===== config.mk =====
export PLATFORM = sky130hd
export DESIGN_NAME = usart_sync
export DESIGN_NICKNAME = d
export VERILOG_FILES = /design/src/pkg/usart_pkg.sv /design/src/rtl/pin_sync.sv /design/src/rtl/rate_gen.sv /design/src/rtl/usart_sync.sv
export SDC_FILE = /design/constraint.sdc
export NUM_CORES = 1
export LEC_CHECK = 0
export BUFFER_PORTS_ARGS = -buffer_cell sky130_fd_sc_hd__buf_2
export CORE_ASPECT_RATIO = 1.75
export CORE_MARGIN = 2
export CORE_UTILIZATION = 45
export DETAILED_ROUTE_END_ITERATION = 10
export SETUP_SLACK_MARGIN = 0.05
export SLEW_MARGIN = 30
export SYNTH_ARGS = -nofsm -noshare
export SYNTH_HDL_FRONTEND = slang
export SYNTH_SLANG_ARGS = --single-unit

===== constraint.sdc =====
create_clock -name clk -period 4.5 [get_ports clk]
set_input_delay 0.9 -clock clk [delete_from_list [all_inputs] [get_ports clk]]
set_output_delay 0.9 -clock clk [all_outputs]
set_load 0.005 [all_outputs]

===== src/pkg/usart_pkg.sv =====
/*
 Shared constants of the synchronous serial channel: register offsets,
 field positions, reset values and the transfer states.
 Assumes an 8-bit register port with a 3-bit word address.
*/
package usart_pkg;
	localparam int ADDR_W = 3;
	localparam int DATA_W = 8;
	localparam logic [2:0] OFS_RSC = 3'h0;
	localparam logic [2:0] OFS_RDB = 3'h1;
	localparam logic [2:0] OFS_TSC = 3'h2;
	localparam logic [2:0] OFS_BAUD = 3'h3;
	localparam logic [2:0] OFS_DIVH = 3'h4;
	localparam logic [2:0] OFS_DIVL = 3'h5;
	localparam logic [2:0] OFS_TDB = 3'h6;
	localparam logic [2:0] OFS_IRQ = 3'h7;
	localparam int RSC_SERIAL_PORT_ENABLE = 7;
	localparam int RSC_RX9 = 6;
	localparam int RSC_SINGLE_RECEIVE_ENABLE = 5;
	localparam int RSC_CONTINUOUS_RECEIVE_ENABLE = 4;
	localparam int RSC_FRAMING_ERROR_FLAG = 2;
	localparam int RSC_OVERRUN_ERROR_FLAG = 1;
	localparam int RSC_RECEIVED_NINTH_BIT = 0;
	localparam int TSC_CLOCK_SOURCE_MASTER_SELECT = 7;
	localparam int TSC_TX9 = 6;
	localparam int TSC_TRANSMIT_ENABLE = 5;
	localparam int TSC_SYNC = 4;
	localparam int TSC_TRMT = 1;
	localparam int TSC_TRANSMIT_NINTH_BIT = 0;
	localparam int BAUD_RCIDL = 6;
	localparam int BAUD_DATA_POLARITY_SELECT = 5;
	localparam int BAUD_CLOCK_POLARITY_SELECT = 4;
	localparam int BAUD_SIXTEEN_BIT_RATE_SELECT = 3;
	localparam int IRQ_RCIE = 0;
	localparam int IRQ_TXIE = 1;
	localparam int IRQ_RCIF = 2;
	localparam int IRQ_TXIF = 3;
	localparam logic [7:0] REG_RST = 8'h00;
	localparam logic [3:0] BITS_8 = 4'h8;
	localparam logic [3:0] BITS_9 = 4'h9;
	typedef enum logic [1:0] {ST_IDLE, ST_TX, ST_RX} xfer_t;
endpackage


===== src/rtl/pin_sync.sv =====
/*
 Two-flop synchroniser for pins arriving from outside the clock domain.
 Assumes nothing but clk and rst; the first stage is read only by the second.
*/
`timescale 1ns/1ps
module pin_sync #(
	parameter int W = 2
) (
	input wire logic clk,
	input wire logic rst,
	input wire logic [W-1:0] d,
	output logic [W-1:0] q
);
	logic [W-1:0] meta_reg;

	always_ff @(posedge clk or posedge rst)
	begin
		if (rst)
		begin
			meta_reg <= '0;
			q <= '0;
		end
		else
		begin
			meta_reg <= d;
			q <= meta_reg;
		end
	end
endmodule


===== src/rtl/rate_gen.sv =====
/*
 Baud tick generator: one tick every div+1 clocks while run is high.
 Assumes div is steady during a transfer; reload happens while stopped.
*/
`timescale 1ns/1ps
module rate_gen #(
	parameter int W = 16
) (
	input wire logic clk,
	input wire logic rst,
	input wire logic run,
	input wire logic [W-1:0] div,
	output logic tick
);
	logic [W-1:0] cnt_reg;

	always_ff @(posedge clk or posedge rst)
	begin
		if (rst)
		begin
			cnt_reg <= '0;
			tick <= 1'b0;
		end
		else if (!run || cnt_reg == '0)
		begin
			cnt_reg <= div;
			tick <= run;
		end
		else
		begin
			cnt_reg <= cnt_reg - 1'b1;
			tick <= 1'b0;
		end
	end
endmodule


===== src/rtl/usart_sync.sv =====
/*
 Synchronous half-duplex serial channel, master and slave, with its registers.
 Assumes a one-cycle register port, pins sampled through pin_sync, and a
 sleep_mode level from the power manager on the same clock.
*/
`timescale 1ns/1ps
module usart_sync
	import usart_pkg::*;
(
	input wire logic clk,
	input wire logic rst,
	input wire logic [ADDR_W-1:0] addr,
	input wire logic [DATA_W-1:0] wdata,
	input wire logic wr,
	input wire logic rd,
	output logic [DATA_W-1:0] rdata,
	input wire logic sleep_mode,
	input wire logic shift_clock_pin_in,
	output logic shift_clock_pin_out,
	output logic shift_clock_pin_oe,
	input wire logic serial_data_pin_in,
	output logic serial_data_pin_out,
	output logic serial_data_pin_oe,
	output logic rx_irq,
	output logic tx_irq,
	output logic wake_req
);
	logic serial_port_enable_reg, nine_bit_receive_select_reg;
	logic single_receive_enable_reg, continuous_receive_enable_reg;
	logic clock_source_master_select_reg, nine_bit_transmit_select_reg;
	logic transmit_enable_reg, synchronous_select_reg, transmit_ninth_bit_reg;
	logic data_polarity_select_reg, clock_polarity_select_reg, sixteen_bit_rate_select_reg;
	logic [7:0] baud_divisor_high_reg, baud_divisor_low_reg;
	logic receive_interrupt_enable_reg, transmit_interrupt_enable_reg;
	logic [7:0] transmit_data_buffer_reg, receive_data_buffer_reg;
	logic txbuf_full_reg, receive_complete_flag_reg, overrun_error_flag_reg;
	logic received_ninth_bit_reg;
	xfer_t state_reg;
	logic [3:0] bit_cnt_reg;
	logic [8:0] tsr_reg, rsr_reg;
	logic sck_int_reg, sck_prev_reg;
	logic [1:0] pins_s;
	logic tick, sck_lvl, dt_lvl, link_on, master_on;
	logic lead_ev, trail_ev, rx_en, tx_go, last_bit, rx_done, tx_load, abort;
	logic [8:0] rsr_next;
	logic [3:0] tx_bits, rx_bits;
	logic wr_tdb, rd_rdb, transmit_buffer_empty_flag;

	assign wr_tdb = wr && addr == OFS_TDB;
	assign rd_rdb = rd && addr == OFS_RDB;
	assign transmit_buffer_empty_flag = !txbuf_full_reg;
	assign link_on = serial_port_enable_reg && synchronous_select_reg;
	assign master_on = link_on && clock_source_master_select_reg;

	pin_sync #(.W(2)) u_sync (
		.clk(clk),
		.rst(rst),
		.d({shift_clock_pin_in, serial_data_pin_in}),
		.q(pins_s)
	);

	// Pins seen through the polarity selects
	assign sck_lvl = pins_s[1] ^ clock_polarity_select_reg;
	assign dt_lvl = pins_s[0] ^ data_polarity_select_reg;

	// Master clock stops in sleep; a slave keeps shifting on the external clock
	rate_gen #(.W(16)) u_rate (
		.clk(clk),
		.rst(rst),
		.run(master_on && state_reg != ST_IDLE && !sleep_mode),
		.div(sixteen_bit_rate_select_reg ? {baud_divisor_high_reg, baud_divisor_low_reg}
			: {8'h00, baud_divisor_low_reg}),
		.tick(tick)
	);

	// Lead: clock leaves idle; trail: clock returns to idle
	always_comb
	begin
		if (master_on)
		begin
			lead_ev = tick && !sck_int_reg;
			trail_ev = tick && sck_int_reg;
		end
		else
		begin
			lead_ev = link_on && sck_lvl && !sck_prev_reg;
			trail_ev = link_on && !sck_lvl && sck_prev_reg;
		end
	end

	// Single_receive_enable is ignored in slave mode; an overrun holds reception off
	assign rx_en = link_on && !overrun_error_flag_reg && (continuous_receive_enable_reg
		|| (master_on && single_receive_enable_reg));
	assign tx_go = link_on && transmit_enable_reg && txbuf_full_reg && !rx_en;
	assign tx_bits = nine_bit_transmit_select_reg ? BITS_9 : BITS_8;
	assign rx_bits = nine_bit_receive_select_reg ? BITS_9 : BITS_8;
	assign last_bit = bit_cnt_reg == ((state_reg == ST_TX) ? tx_bits : rx_bits) - 4'h1;
	assign rsr_next = {dt_lvl, rsr_reg[8:1]};
	assign abort = !link_on || (state_reg == ST_RX && !rx_en)
		|| (state_reg == ST_TX && !transmit_enable_reg);
	assign rx_done = state_reg == ST_RX && !abort && trail_ev && last_bit;
	// Next word loads only after the last bit of the previous one
	assign tx_load = (state_reg == ST_IDLE && tx_go) || (state_reg == ST_TX && !abort
		&& trail_ev && last_bit && txbuf_full_reg);

	always_ff @(posedge clk or posedge rst)
	begin
		if (rst)
			sck_prev_reg <= 1'b0;
		else
			sck_prev_reg <= sck_lvl;
	end

	always_ff @(posedge clk or posedge rst)
	begin
		if (rst)
			sck_int_reg <= 1'b0;
		else if (!master_on || state_reg == ST_IDLE || abort)
			sck_int_reg <= 1'b0;
		else if (tick)
			sck_int_reg <= !sck_int_reg;
	end

	// Shift engine shared by master and slave
	always_ff @(posedge clk or posedge rst)
	begin
		if (rst)
		begin
			state_reg <= ST_IDLE;
			bit_cnt_reg <= 4'h0;
			tsr_reg <= '0;
			rsr_reg <= '0;
		end
		else
		begin
			case (state_reg)
				ST_IDLE:
				begin
					bit_cnt_reg <= 4'h0;
					if (rx_en)
						state_reg <= ST_RX;
					else if (tx_load)
					begin
						state_reg <= ST_TX;
						tsr_reg <= {transmit_ninth_bit_reg, transmit_data_buffer_reg};
					end
				end
				ST_TX:
				begin
					if (abort)
					begin
						state_reg <= ST_IDLE;
						bit_cnt_reg <= 4'h0;
					end
					else if (trail_ev && last_bit)
					begin
						bit_cnt_reg <= 4'h0;
						if (tx_load)
							tsr_reg <= {transmit_ninth_bit_reg, transmit_data_buffer_reg};
						else
							state_reg <= ST_IDLE;
					end
					else if (trail_ev)
					begin
						tsr_reg <= {1'b0, tsr_reg[8:1]};
						bit_cnt_reg <= bit_cnt_reg + 4'h1;
					end
				end
				ST_RX:
				begin
					if (abort)
					begin
						state_reg <= ST_IDLE;
						bit_cnt_reg <= 4'h0;
					end
					else if (trail_ev)
					begin
						rsr_reg <= rsr_next;
						bit_cnt_reg <= last_bit ? 4'h0 : bit_cnt_reg + 4'h1;
						// Only continuous mode runs on to the next word
						if (last_bit && !continuous_receive_enable_reg)
							state_reg <= ST_IDLE;
					end
				end
				default:
					state_reg <= ST_IDLE;
			endcase
		end
	end

	// Software-owned control bits, except that a finished single master word clears single_receive_enable_reg
	always_ff @(posedge clk or posedge rst)
	begin
		if (rst)
		begin
			serial_port_enable_reg <= REG_RST[RSC_SERIAL_PORT_ENABLE];
			nine_bit_receive_select_reg <= REG_RST[RSC_RX9];
			single_receive_enable_reg <= REG_RST[RSC_SINGLE_RECEIVE_ENABLE];
			continuous_receive_enable_reg <= REG_RST[RSC_CONTINUOUS_RECEIVE_ENABLE];
		end
		else if (wr && addr == OFS_RSC)
		begin
			serial_port_enable_reg <= wdata[RSC_SERIAL_PORT_ENABLE];
			nine_bit_receive_select_reg <= wdata[RSC_RX9];
			single_receive_enable_reg <= wdata[RSC_SINGLE_RECEIVE_ENABLE];
			continuous_receive_enable_reg <= wdata[RSC_CONTINUOUS_RECEIVE_ENABLE];
		end
		else if (rx_done && master_on && !continuous_receive_enable_reg)
			single_receive_enable_reg <= 1'b0;
	end

	always_ff @(posedge clk or posedge rst)
	begin
		if (rst)
		begin
			clock_source_master_select_reg <= REG_RST[TSC_CLOCK_SOURCE_MASTER_SELECT];
			nine_bit_transmit_select_reg <= REG_RST[TSC_TX9];
			transmit_enable_reg <= REG_RST[TSC_TRANSMIT_ENABLE];
			synchronous_select_reg <= REG_RST[TSC_SYNC];
			transmit_ninth_bit_reg <= REG_RST[TSC_TRANSMIT_NINTH_BIT];
		end
		else if (wr && addr == OFS_TSC)
		begin
			clock_source_master_select_reg <= wdata[TSC_CLOCK_SOURCE_MASTER_SELECT];
			nine_bit_transmit_select_reg <= wdata[TSC_TX9];
			transmit_enable_reg <= wdata[TSC_TRANSMIT_ENABLE];
			synchronous_select_reg <= wdata[TSC_SYNC];
			transmit_ninth_bit_reg <= wdata[TSC_TRANSMIT_NINTH_BIT];
		end
	end

	always_ff @(posedge clk or posedge rst)
	begin
		if (rst)
		begin
			data_polarity_select_reg <= REG_RST[BAUD_DATA_POLARITY_SELECT];
			clock_polarity_select_reg <= REG_RST[BAUD_CLOCK_POLARITY_SELECT];
			sixteen_bit_rate_select_reg <= REG_RST[BAUD_SIXTEEN_BIT_RATE_SELECT];
			baud_divisor_high_reg <= REG_RST;
			baud_divisor_low_reg <= REG_RST;
			receive_interrupt_enable_reg <= REG_RST[IRQ_RCIE];
			transmit_interrupt_enable_reg <= REG_RST[IRQ_TXIE];
		end
		else if (wr)
		begin
			case (addr)
				OFS_BAUD:
				begin
					data_polarity_select_reg <= wdata[BAUD_DATA_POLARITY_SELECT];
					clock_polarity_select_reg <= wdata[BAUD_CLOCK_POLARITY_SELECT];
					sixteen_bit_rate_select_reg <= wdata[BAUD_SIXTEEN_BIT_RATE_SELECT];
				end
				OFS_DIVH:
					baud_divisor_high_reg <= wdata;
				OFS_DIVL:
					baud_divisor_low_reg <= wdata;
				OFS_IRQ:
				begin
					receive_interrupt_enable_reg <= wdata[IRQ_RCIE];
					transmit_interrupt_enable_reg <= wdata[IRQ_TXIE];
				end
				default:
					baud_divisor_low_reg <= baud_divisor_low_reg;
			endcase
		end
	end

	// Buffer write beats a same-cycle load, so a fresh word is never lost
	always_ff @(posedge clk or posedge rst)
	begin
		if (rst)
		begin
			transmit_data_buffer_reg <= REG_RST;
			txbuf_full_reg <= 1'b0;
		end
		else if (wr_tdb)
		begin
			transmit_data_buffer_reg <= wdata;
			txbuf_full_reg <= 1'b1;
		end
		else if (tx_load)
			txbuf_full_reg <= 1'b0;
	end

	// Receive results; a word finishing while the flag is still up is dropped
	always_ff @(posedge clk or posedge rst)
	begin
		if (rst)
		begin
			receive_data_buffer_reg <= REG_RST;
			received_ninth_bit_reg <= 1'b0;
			receive_complete_flag_reg <= 1'b0;
			overrun_error_flag_reg <= 1'b0;
		end
		else
		begin
			if (rx_done && !receive_complete_flag_reg)
			begin
				receive_data_buffer_reg <= nine_bit_receive_select_reg ? rsr_next[7:0] : rsr_next[8:1];
				received_ninth_bit_reg <= nine_bit_receive_select_reg && rsr_next[8];
			end
			if (rx_done)
				receive_complete_flag_reg <= 1'b1;
			else if (rd_rdb)
				receive_complete_flag_reg <= 1'b0;
			if (rx_done && receive_complete_flag_reg)
				overrun_error_flag_reg <= 1'b1;
			else if (!continuous_receive_enable_reg)
				overrun_error_flag_reg <= 1'b0;
		end
	end

	always_ff @(posedge clk or posedge rst)
	begin
		if (rst)
			rdata <= 8'h00;
		else if (!rd)
			rdata <= 8'h00;
		else
		begin
			case (addr)
				OFS_RSC:
					rdata <= {serial_port_enable_reg, nine_bit_receive_select_reg,
						single_receive_enable_reg, continuous_receive_enable_reg, 2'b00,
						overrun_error_flag_reg, received_ninth_bit_reg};
				OFS_RDB:
					rdata <= receive_data_buffer_reg;
				OFS_TSC:
					rdata <= {clock_source_master_select_reg, nine_bit_transmit_select_reg,
						transmit_enable_reg, synchronous_select_reg, 2'b00,
						state_reg != ST_TX, transmit_ninth_bit_reg};
				OFS_BAUD:
					rdata <= {1'b0, state_reg != ST_RX, data_polarity_select_reg,
						clock_polarity_select_reg, sixteen_bit_rate_select_reg, 3'b000};
				OFS_DIVH:
					rdata <= baud_divisor_high_reg;
				OFS_DIVL:
					rdata <= baud_divisor_low_reg;
				OFS_TDB:
					rdata <= transmit_data_buffer_reg;
				default:
					rdata <= {4'h0, transmit_buffer_empty_flag, receive_complete_flag_reg,
						transmit_interrupt_enable_reg, receive_interrupt_enable_reg};
			endcase
		end
	end

	// Pin drivers; idle levels follow the polarity selects
	always_ff @(posedge clk or posedge rst)
	begin
		if (rst)
		begin
			shift_clock_pin_out <= 1'b0;
			shift_clock_pin_oe <= 1'b0;
			serial_data_pin_out <= 1'b0;
			serial_data_pin_oe <= 1'b0;
		end
		else
		begin
			shift_clock_pin_out <= sck_int_reg ^ clock_polarity_select_reg;
			shift_clock_pin_oe <= master_on;
			serial_data_pin_out <= ((state_reg == ST_TX) && tsr_reg[0]) ^ data_polarity_select_reg;
			serial_data_pin_oe <= link_on && state_reg == ST_TX;
		end
	end

	// Vectoring is up to the core's global enable; only the request is made here
	always_ff @(posedge clk or posedge rst)
	begin
		if (rst)
		begin
			rx_irq <= 1'b0;
			tx_irq <= 1'b0;
			wake_req <= 1'b0;
		end
		else
		begin
			rx_irq <= receive_complete_flag_reg && receive_interrupt_enable_reg;
			tx_irq <= transmit_buffer_empty_flag && transmit_interrupt_enable_reg;
			wake_req <= sleep_mode && ((receive_complete_flag_reg && receive_interrupt_enable_reg)
				|| (transmit_buffer_empty_flag && transmit_interrupt_enable_reg));
		end
	end
endmodule


# Yosys cells after proc, flatten, opt, wreduce, memory -nomap -nowiden
# Cells that the tools add are included.
# Widths: inputs -> output; s select.
dict set report classes {
  eq_ne 22
  n_addsub 3
  muxes 42
  multipliers 0
  n_lt_le_gt_ge 0
  reduce_logical 78
  n_div 0
  bitwise 5
  shifts 0
}
# cell n
set op_table {}
lappend op_table {{$pmux 8 s7} 1}
lappend op_table {{$mux 9} 5}
lappend op_table {{$logic_and 1x1->1} 39}
lappend op_table {{$mux 16} 2}
lappend op_table {{$mux 4} 6}
lappend op_table {{$pmux 9 s2} 1}
lappend op_table {{$logic_not 16->1} 1}
lappend op_table {{$mux 2} 8}
lappend op_table {{$mux 8} 2}
lappend op_table {{$sub 16x1->16 const B} 1}
lappend op_table {{$mux 1} 15}
lappend op_table {{$ne 3x3->1 const B} 5}
lappend op_table {{$logic_not 1->1} 13}
lappend op_table {{$eq 3x3->1 const B} 4}
lappend op_table {{$pmux 4 s3} 1}
lappend op_table {{$reduce_bool 2->1} 6}
lappend op_table {{$logic_or 1x1->1} 8}
lappend op_table {{$reduce_and 2->1} 4}
lappend op_table {{$eq 3x2->1 const B} 2}
lappend op_table {{$ne 2x2->1 const B} 3}
lappend op_table {{$pmux 2 s3} 1}
lappend op_table {{$reduce_and 3->1} 2}
lappend op_table {{$reduce_and 5->1} 1}
lappend op_table {{$add 4x1->4 const B} 1}
lappend op_table {{14 further kinds} 18}
dict set report totals {
  output_inout_bits 15
  rom_bits 0
  ram_bits 0
  latchBits 0
  memories 0
  in_bits 18
  regBits 112
  word_cells 190
}

# Logic depth before layout (Yosys ltp)
dict set report depth {
  ltp_word 19
  depth_mapped 10
  mapped_depth_nobuf 8
}

# By module
# From an unflattened synthesis, not the netlist that was laid out.
dict set report unflattened {
  cells_unflattened 494
  hier_area_um2 5405.2
}
# mod n_inst seq_area_each_um2 area_each_um2 cells_per_inst
set by_module_without_submodules {}
lappend by_module_without_submodules {usart_sync 1 2252.2 4424.2 394}
lappend by_module_without_submodules {rate_gen 1 425.4 877.1 95}
lappend by_module_without_submodules {pin_sync 1 100.1 103.8 5}

# Worst setup path after synthesis
# No wires, ideal clock.
dict set report synth_path {
  path_type {reg-to-reg}
  startpoint {reg state_reg[1]}
  endpoint {reg state_reg[1]}
  path_stages_with_launch 10
  arrival_time_ns 2.238
  setup_time_ns 0.128
  t_required_ns 4.372
  period_less_slack_ns 2.366
  path_slack_ns 2.134
  n_path_buf 1
  path_cell_list {dfrtp_1 -> inv_1 -> ha_1 -> buf_6 -> mux2i_1 -> mux2i_2 -> nor2_1 -> a31o_1 -> nor3_2 -> mux2_1}
}
dict set report synth_between {
  elab_chain_len 12
  elab_cells_between_ends 28
  classes_between {add/sub: 1; eq/ne: 8; mux: 4; reduce/logical: 15}
}
# element line_no
set synth_rtl {}
lappend synth_rtl {{start: declaration} usart_sync.sv:38} ;# xfer_t state_reg;
lappend synth_rtl {{start signal: assignment} usart_sync.sv:129} ;# state_reg <= ST_IDLE;
lappend synth_rtl {{start signal: assignment} usart_sync.sv:141} ;# state_reg <= ST_RX;
lappend synth_rtl {{start signal: assignment} usart_sync.sv:144} ;# state_reg <= ST_TX;
lappend synth_rtl {{parallel branches: the longest is 12 deep, another holds $sub 4x1->4} --}
# Parallel ways; which one is timed is not known.
# A chain may end at the register's enable or synchronous reset.

# Worst setup path after layout
dict set report layout_path {
  startpoint {reg state_reg[1]}
  endpoint {reg receive_data_buffer_reg[7]}
}
dict set report layout_between {
  elab_chain_len 9
  elab_cells_between_ends 14
  classes_between {add/sub: 1; eq/ne: 3; mux: 1; reduce/logical: 9}
}
# element line_no
set layout_rtl {}
lappend layout_rtl {{parallel branches: the longest is 7 deep, another holds $sub 4x1->4} --}
lappend layout_rtl {{$logic_and 1x1->1 *} usart_sync.sv:101} ;# assign rx_done = state_reg == ST_RX && !abort && trail_ev && last_bit;
lappend layout_rtl {{$logic_and 1x1->1 *} usart_sync.sv:297} ;# if (rx_done && !receive_complete_flag_reg)
lappend layout_rtl {{end signal: assignment} usart_sync.sv:299} ;# receive_data_buffer_reg <= nine_bit_receive_select_reg ? rsr_next[7:0] : rsr_next[8:1];
lappend layout_rtl {{end: declaration} usart_sync.sv:35} ;# logic [7:0] transmit_data_buffer_reg, receive_data_buffer_reg;
# Mark *: on every way between the ends.

==> results.json <==
{
  "synth.avg_cell_area_sq_um": 11.0,
  "instances_no_fill": 652,
  "rows": 52,
  "clock_sinks": 111,
  "setup_tns_ns": 0,
  "nets": 539,
  "grtUsageMet1_pct": 26.1,
  "tightest_slew_ns": 0.875,
  "critPathLaunchType": "flop",
  "drive_gt1_share_pct": 22.4,
  "clockBufferDepth": 2,
  "critPathArrivalTime_ns": 2.96,
  "routed_wl_microns": 12600,
  "period_minus_slack_ns": 2.73,
  "met3_usage_pct": 3.61,
  "largest_reg_flops": 16,
  "setup_viol": 0,
  "yosys_warnings": 0,
  "synth_top_cell_area_share_pct": 51.9,
  "gr-total-overflow": 0,
  "die_x_microns": 86.4,
  "dr_total_vias": 3792,
  "coreArea_sq_um": 11600,
  "grt_pass1_wl_microns": 20700,
  "drtAntennaViolNets": 0,
  "cts-buffers-inserted": 9,
  "cts_tree": "yes",
  "syn_nets": 512,
  "end_kind": "flop",
  "io_buffers": 32,
  "grt_use_met2_pct": 36.2,
  "synth-seq-area-share_pct": 51.9,
  "rsz0062_at_grt": "false",
  "final_util_pct": 51.0,
  "wire_per_inst_microns": 19.3,
  "fmax_mhz": 366,
  "whs_ns": 0.348,
  "start_util_pct": 46.2,
  "placedCellCount": 638,
  "fill_cells": 1075,
  "first_pass_iters": 5,
  "place_area_sq_um": 5600,
  "syn-cell-area_sq_um": 5350,
  "grt_usage_pct": 21.1,
  "cts_resized": 0,
  "grt_busiest_layer": "met2",
  "dpl.hpwl_microns": 9400,
  "cts.htree.levels": 3,
  "ctsHoldBuffers": 0,
  "async_reset_ff_share_pct": 100,
  "grt_pass1_vias": 3814,
  "relSlewSlack_pct": 41.2,
  "path_class": "flop to flop",
  "worst_hold_path_type": "flop to flop",
  "ir_drop_v": 0.000193,
  "avgViaCountPerCell": 5.82,
  "antenna_cells": 0,
  "fin_skew_ns": 0.00851,
  "grt_max_degree": 47,
  "drtIter0Drc": 202,
  "synth-main-ff-cell": "dfrtp_1",
  "status": "finished clean",
  "ios": 33,
  "yosysTopAreaCell": "dfrtp_1",
  "gp_congestion": 0.889,
  "power_density_nw_per_um2": 477,
  "synth_seq_cells": 111,
  "maxSlewViolCount": 0,
  "antenna_found_initial": 0,
  "hold_viol": 0,
  "clock_latency_ns": 0.35,
  "dieArea_sq_um": 12800,
  "netlist_instances": 487,
  "max-cap-violations": 0,
  "fp.dieH_microns": 148,
  "path_clk_slew_ns": 0.07,
  "worstPathRequired_ns": 4.73,
  "cts_root_buf": "clkbuf_16",
  "power.leakage_nw": 2.66,
  "design_area_sq_um": 5900,
  "synth.distinct_cells": 64,
  "layout_worst_path_cycle_share_pct": 60.8,
  "synth-edff-count": 0,
  "critPathMaxFanout": 17,
  "drc": 0,
  "area_delta_synth_final_pct": 10.3,
  "synth.area.top_cells": "dfrtp_1, mux2_2, nand2_1",
  "post_cts_buffers": 0
}
==> through the flow <==
step | worst slack [ns] | power (mW)
final | 1.77 | 2.81
after global routing | 1.54 | 2.98
after detailed placement | 1.80 | 2.04
after floorplan | 0.669 | 1.84
after global placement | 1.80 | 2.02
after CTS | 1.78 | 2.84
==> cells in the final DEF (no fill, tap or decap), types with 4 or more instances in the layout <==
| master | n |
|---|---|
| mux2i_1 | 15 |
| nand3b_1 | 4 |
| a21oi_1 | 14 |
| o22ai_1 | 11 |
| xor2_1 | 7 |
| ha_1 | 7 |
| inv_1 | 11 |
| nand2_1 | 59 |
| xnor2_1 | 11 |
| nor2_1 | 25 |
| nor2b_1 | 8 |
| a2bb2oi_1 | 8 |
| nand4_1 | 4 |
| nor3_1 | 9 |
| clkbuf_16 | 9 |
| dfrtp_1 | 111 |
| nand3_1 | 17 |
| nor4_1 | 6 |
| a211oi_1 | 6 |
| buf_2 | 32 |
| mux2_2 | 41 |
| o21ai_0 | 35 |
| a21o_1 | 4 |
==> layer usage <==
metal	share of wire, %	routed length (microns)
met1	40	5080
met2	53	6600
met3	3.6	458
met4	3.3	415
met5	0	0
==> layout make-up <==
class / instances / area, sq um / share of cell area [%]
well taps: 135 / 169 / 2.86
clock buffers: 11 / 253 / 4.28
inverters: 13 / 51.3 / 0.869
multi-input cells: 345 / 2430 / 41.2
clock inverters: 3 / 43.8 / 0.742
flip-flops and latches: 111 / 2780 / 47.1
repair buffers: 34 / 175 / 2.97
==> synthesized netlist by cell type (all sizes together) (4+ instances only) <==
cell / count
a21o: 4
nand4: 4
mux2: 43
a211oi: 6
nand2: 62
nor4: 7
o21ai: 36
nand2b: 4
nand3b: 4
inv: 12
mux2i: 16
a21oi: 15
nor2b: 8
buf: 6
a2bb2oi: 8
nand3: 17
xnor2: 11
o22ai: 11
dfrtp: 111
nor2: 25
ha: 7
clkbuf: 12
nor3: 10
xor2: 7
==> worst paths after layout <==
check | startpoint | endpoint | slack, ns | cells after the start
max | state_reg[1] | receive_data_buffer_reg[7] | 1.77 | 7
min | u_sync.meta_reg[0] | u_sync.q[0] | 0.35 | 0
max reg2reg | state_reg[1] | receive_data_buffer_reg[7] | 1.77 | 7
min reg2reg | u_sync.meta_reg[0] | u_sync.q[0] | 0.35 | 0
max in group asynchronous | rst | sck_prev_reg | 2.99 | 3
min in group asynchronous | rst | u_rate.cnt_reg[9] | 0.61 | 2
==> worst max-delay path: stages (launching register included) <==
cell	delay, ns
dfrtp_1	0.39
inv_1	0.07
ha_1	0.30
nor2b_1	0.19
a311oi_2	0.49
nand2_2	0.15
nor4_4	0.61
mux2_2	0.41
==> logic make-up (layout without fill, tap and decap cells) <==
logic type               after synthesis  in the layout  share of synthesized area [%]
AND/OR/NAND/NOR                      162            162                           15.8
flip-flops                           111            111                           51.9
AO/OA/AOI/OAI                         98             98                           12.4
multiplexers                          60             60                           12.6
buffers and inverters                 31             61                           2.67
XOR/XNOR                              18             18                           2.95
adder cells (fa/ha/maj)                7              7                           1.64
==> power by group <==
part | internal (mW) | switching (mW)
Sequential | 1.18 | 0.181
Combinational | 0.316 | 0.349
Clock | 0.456 | 0.338
Note: power is estimated with default switching activity, not from simulation.
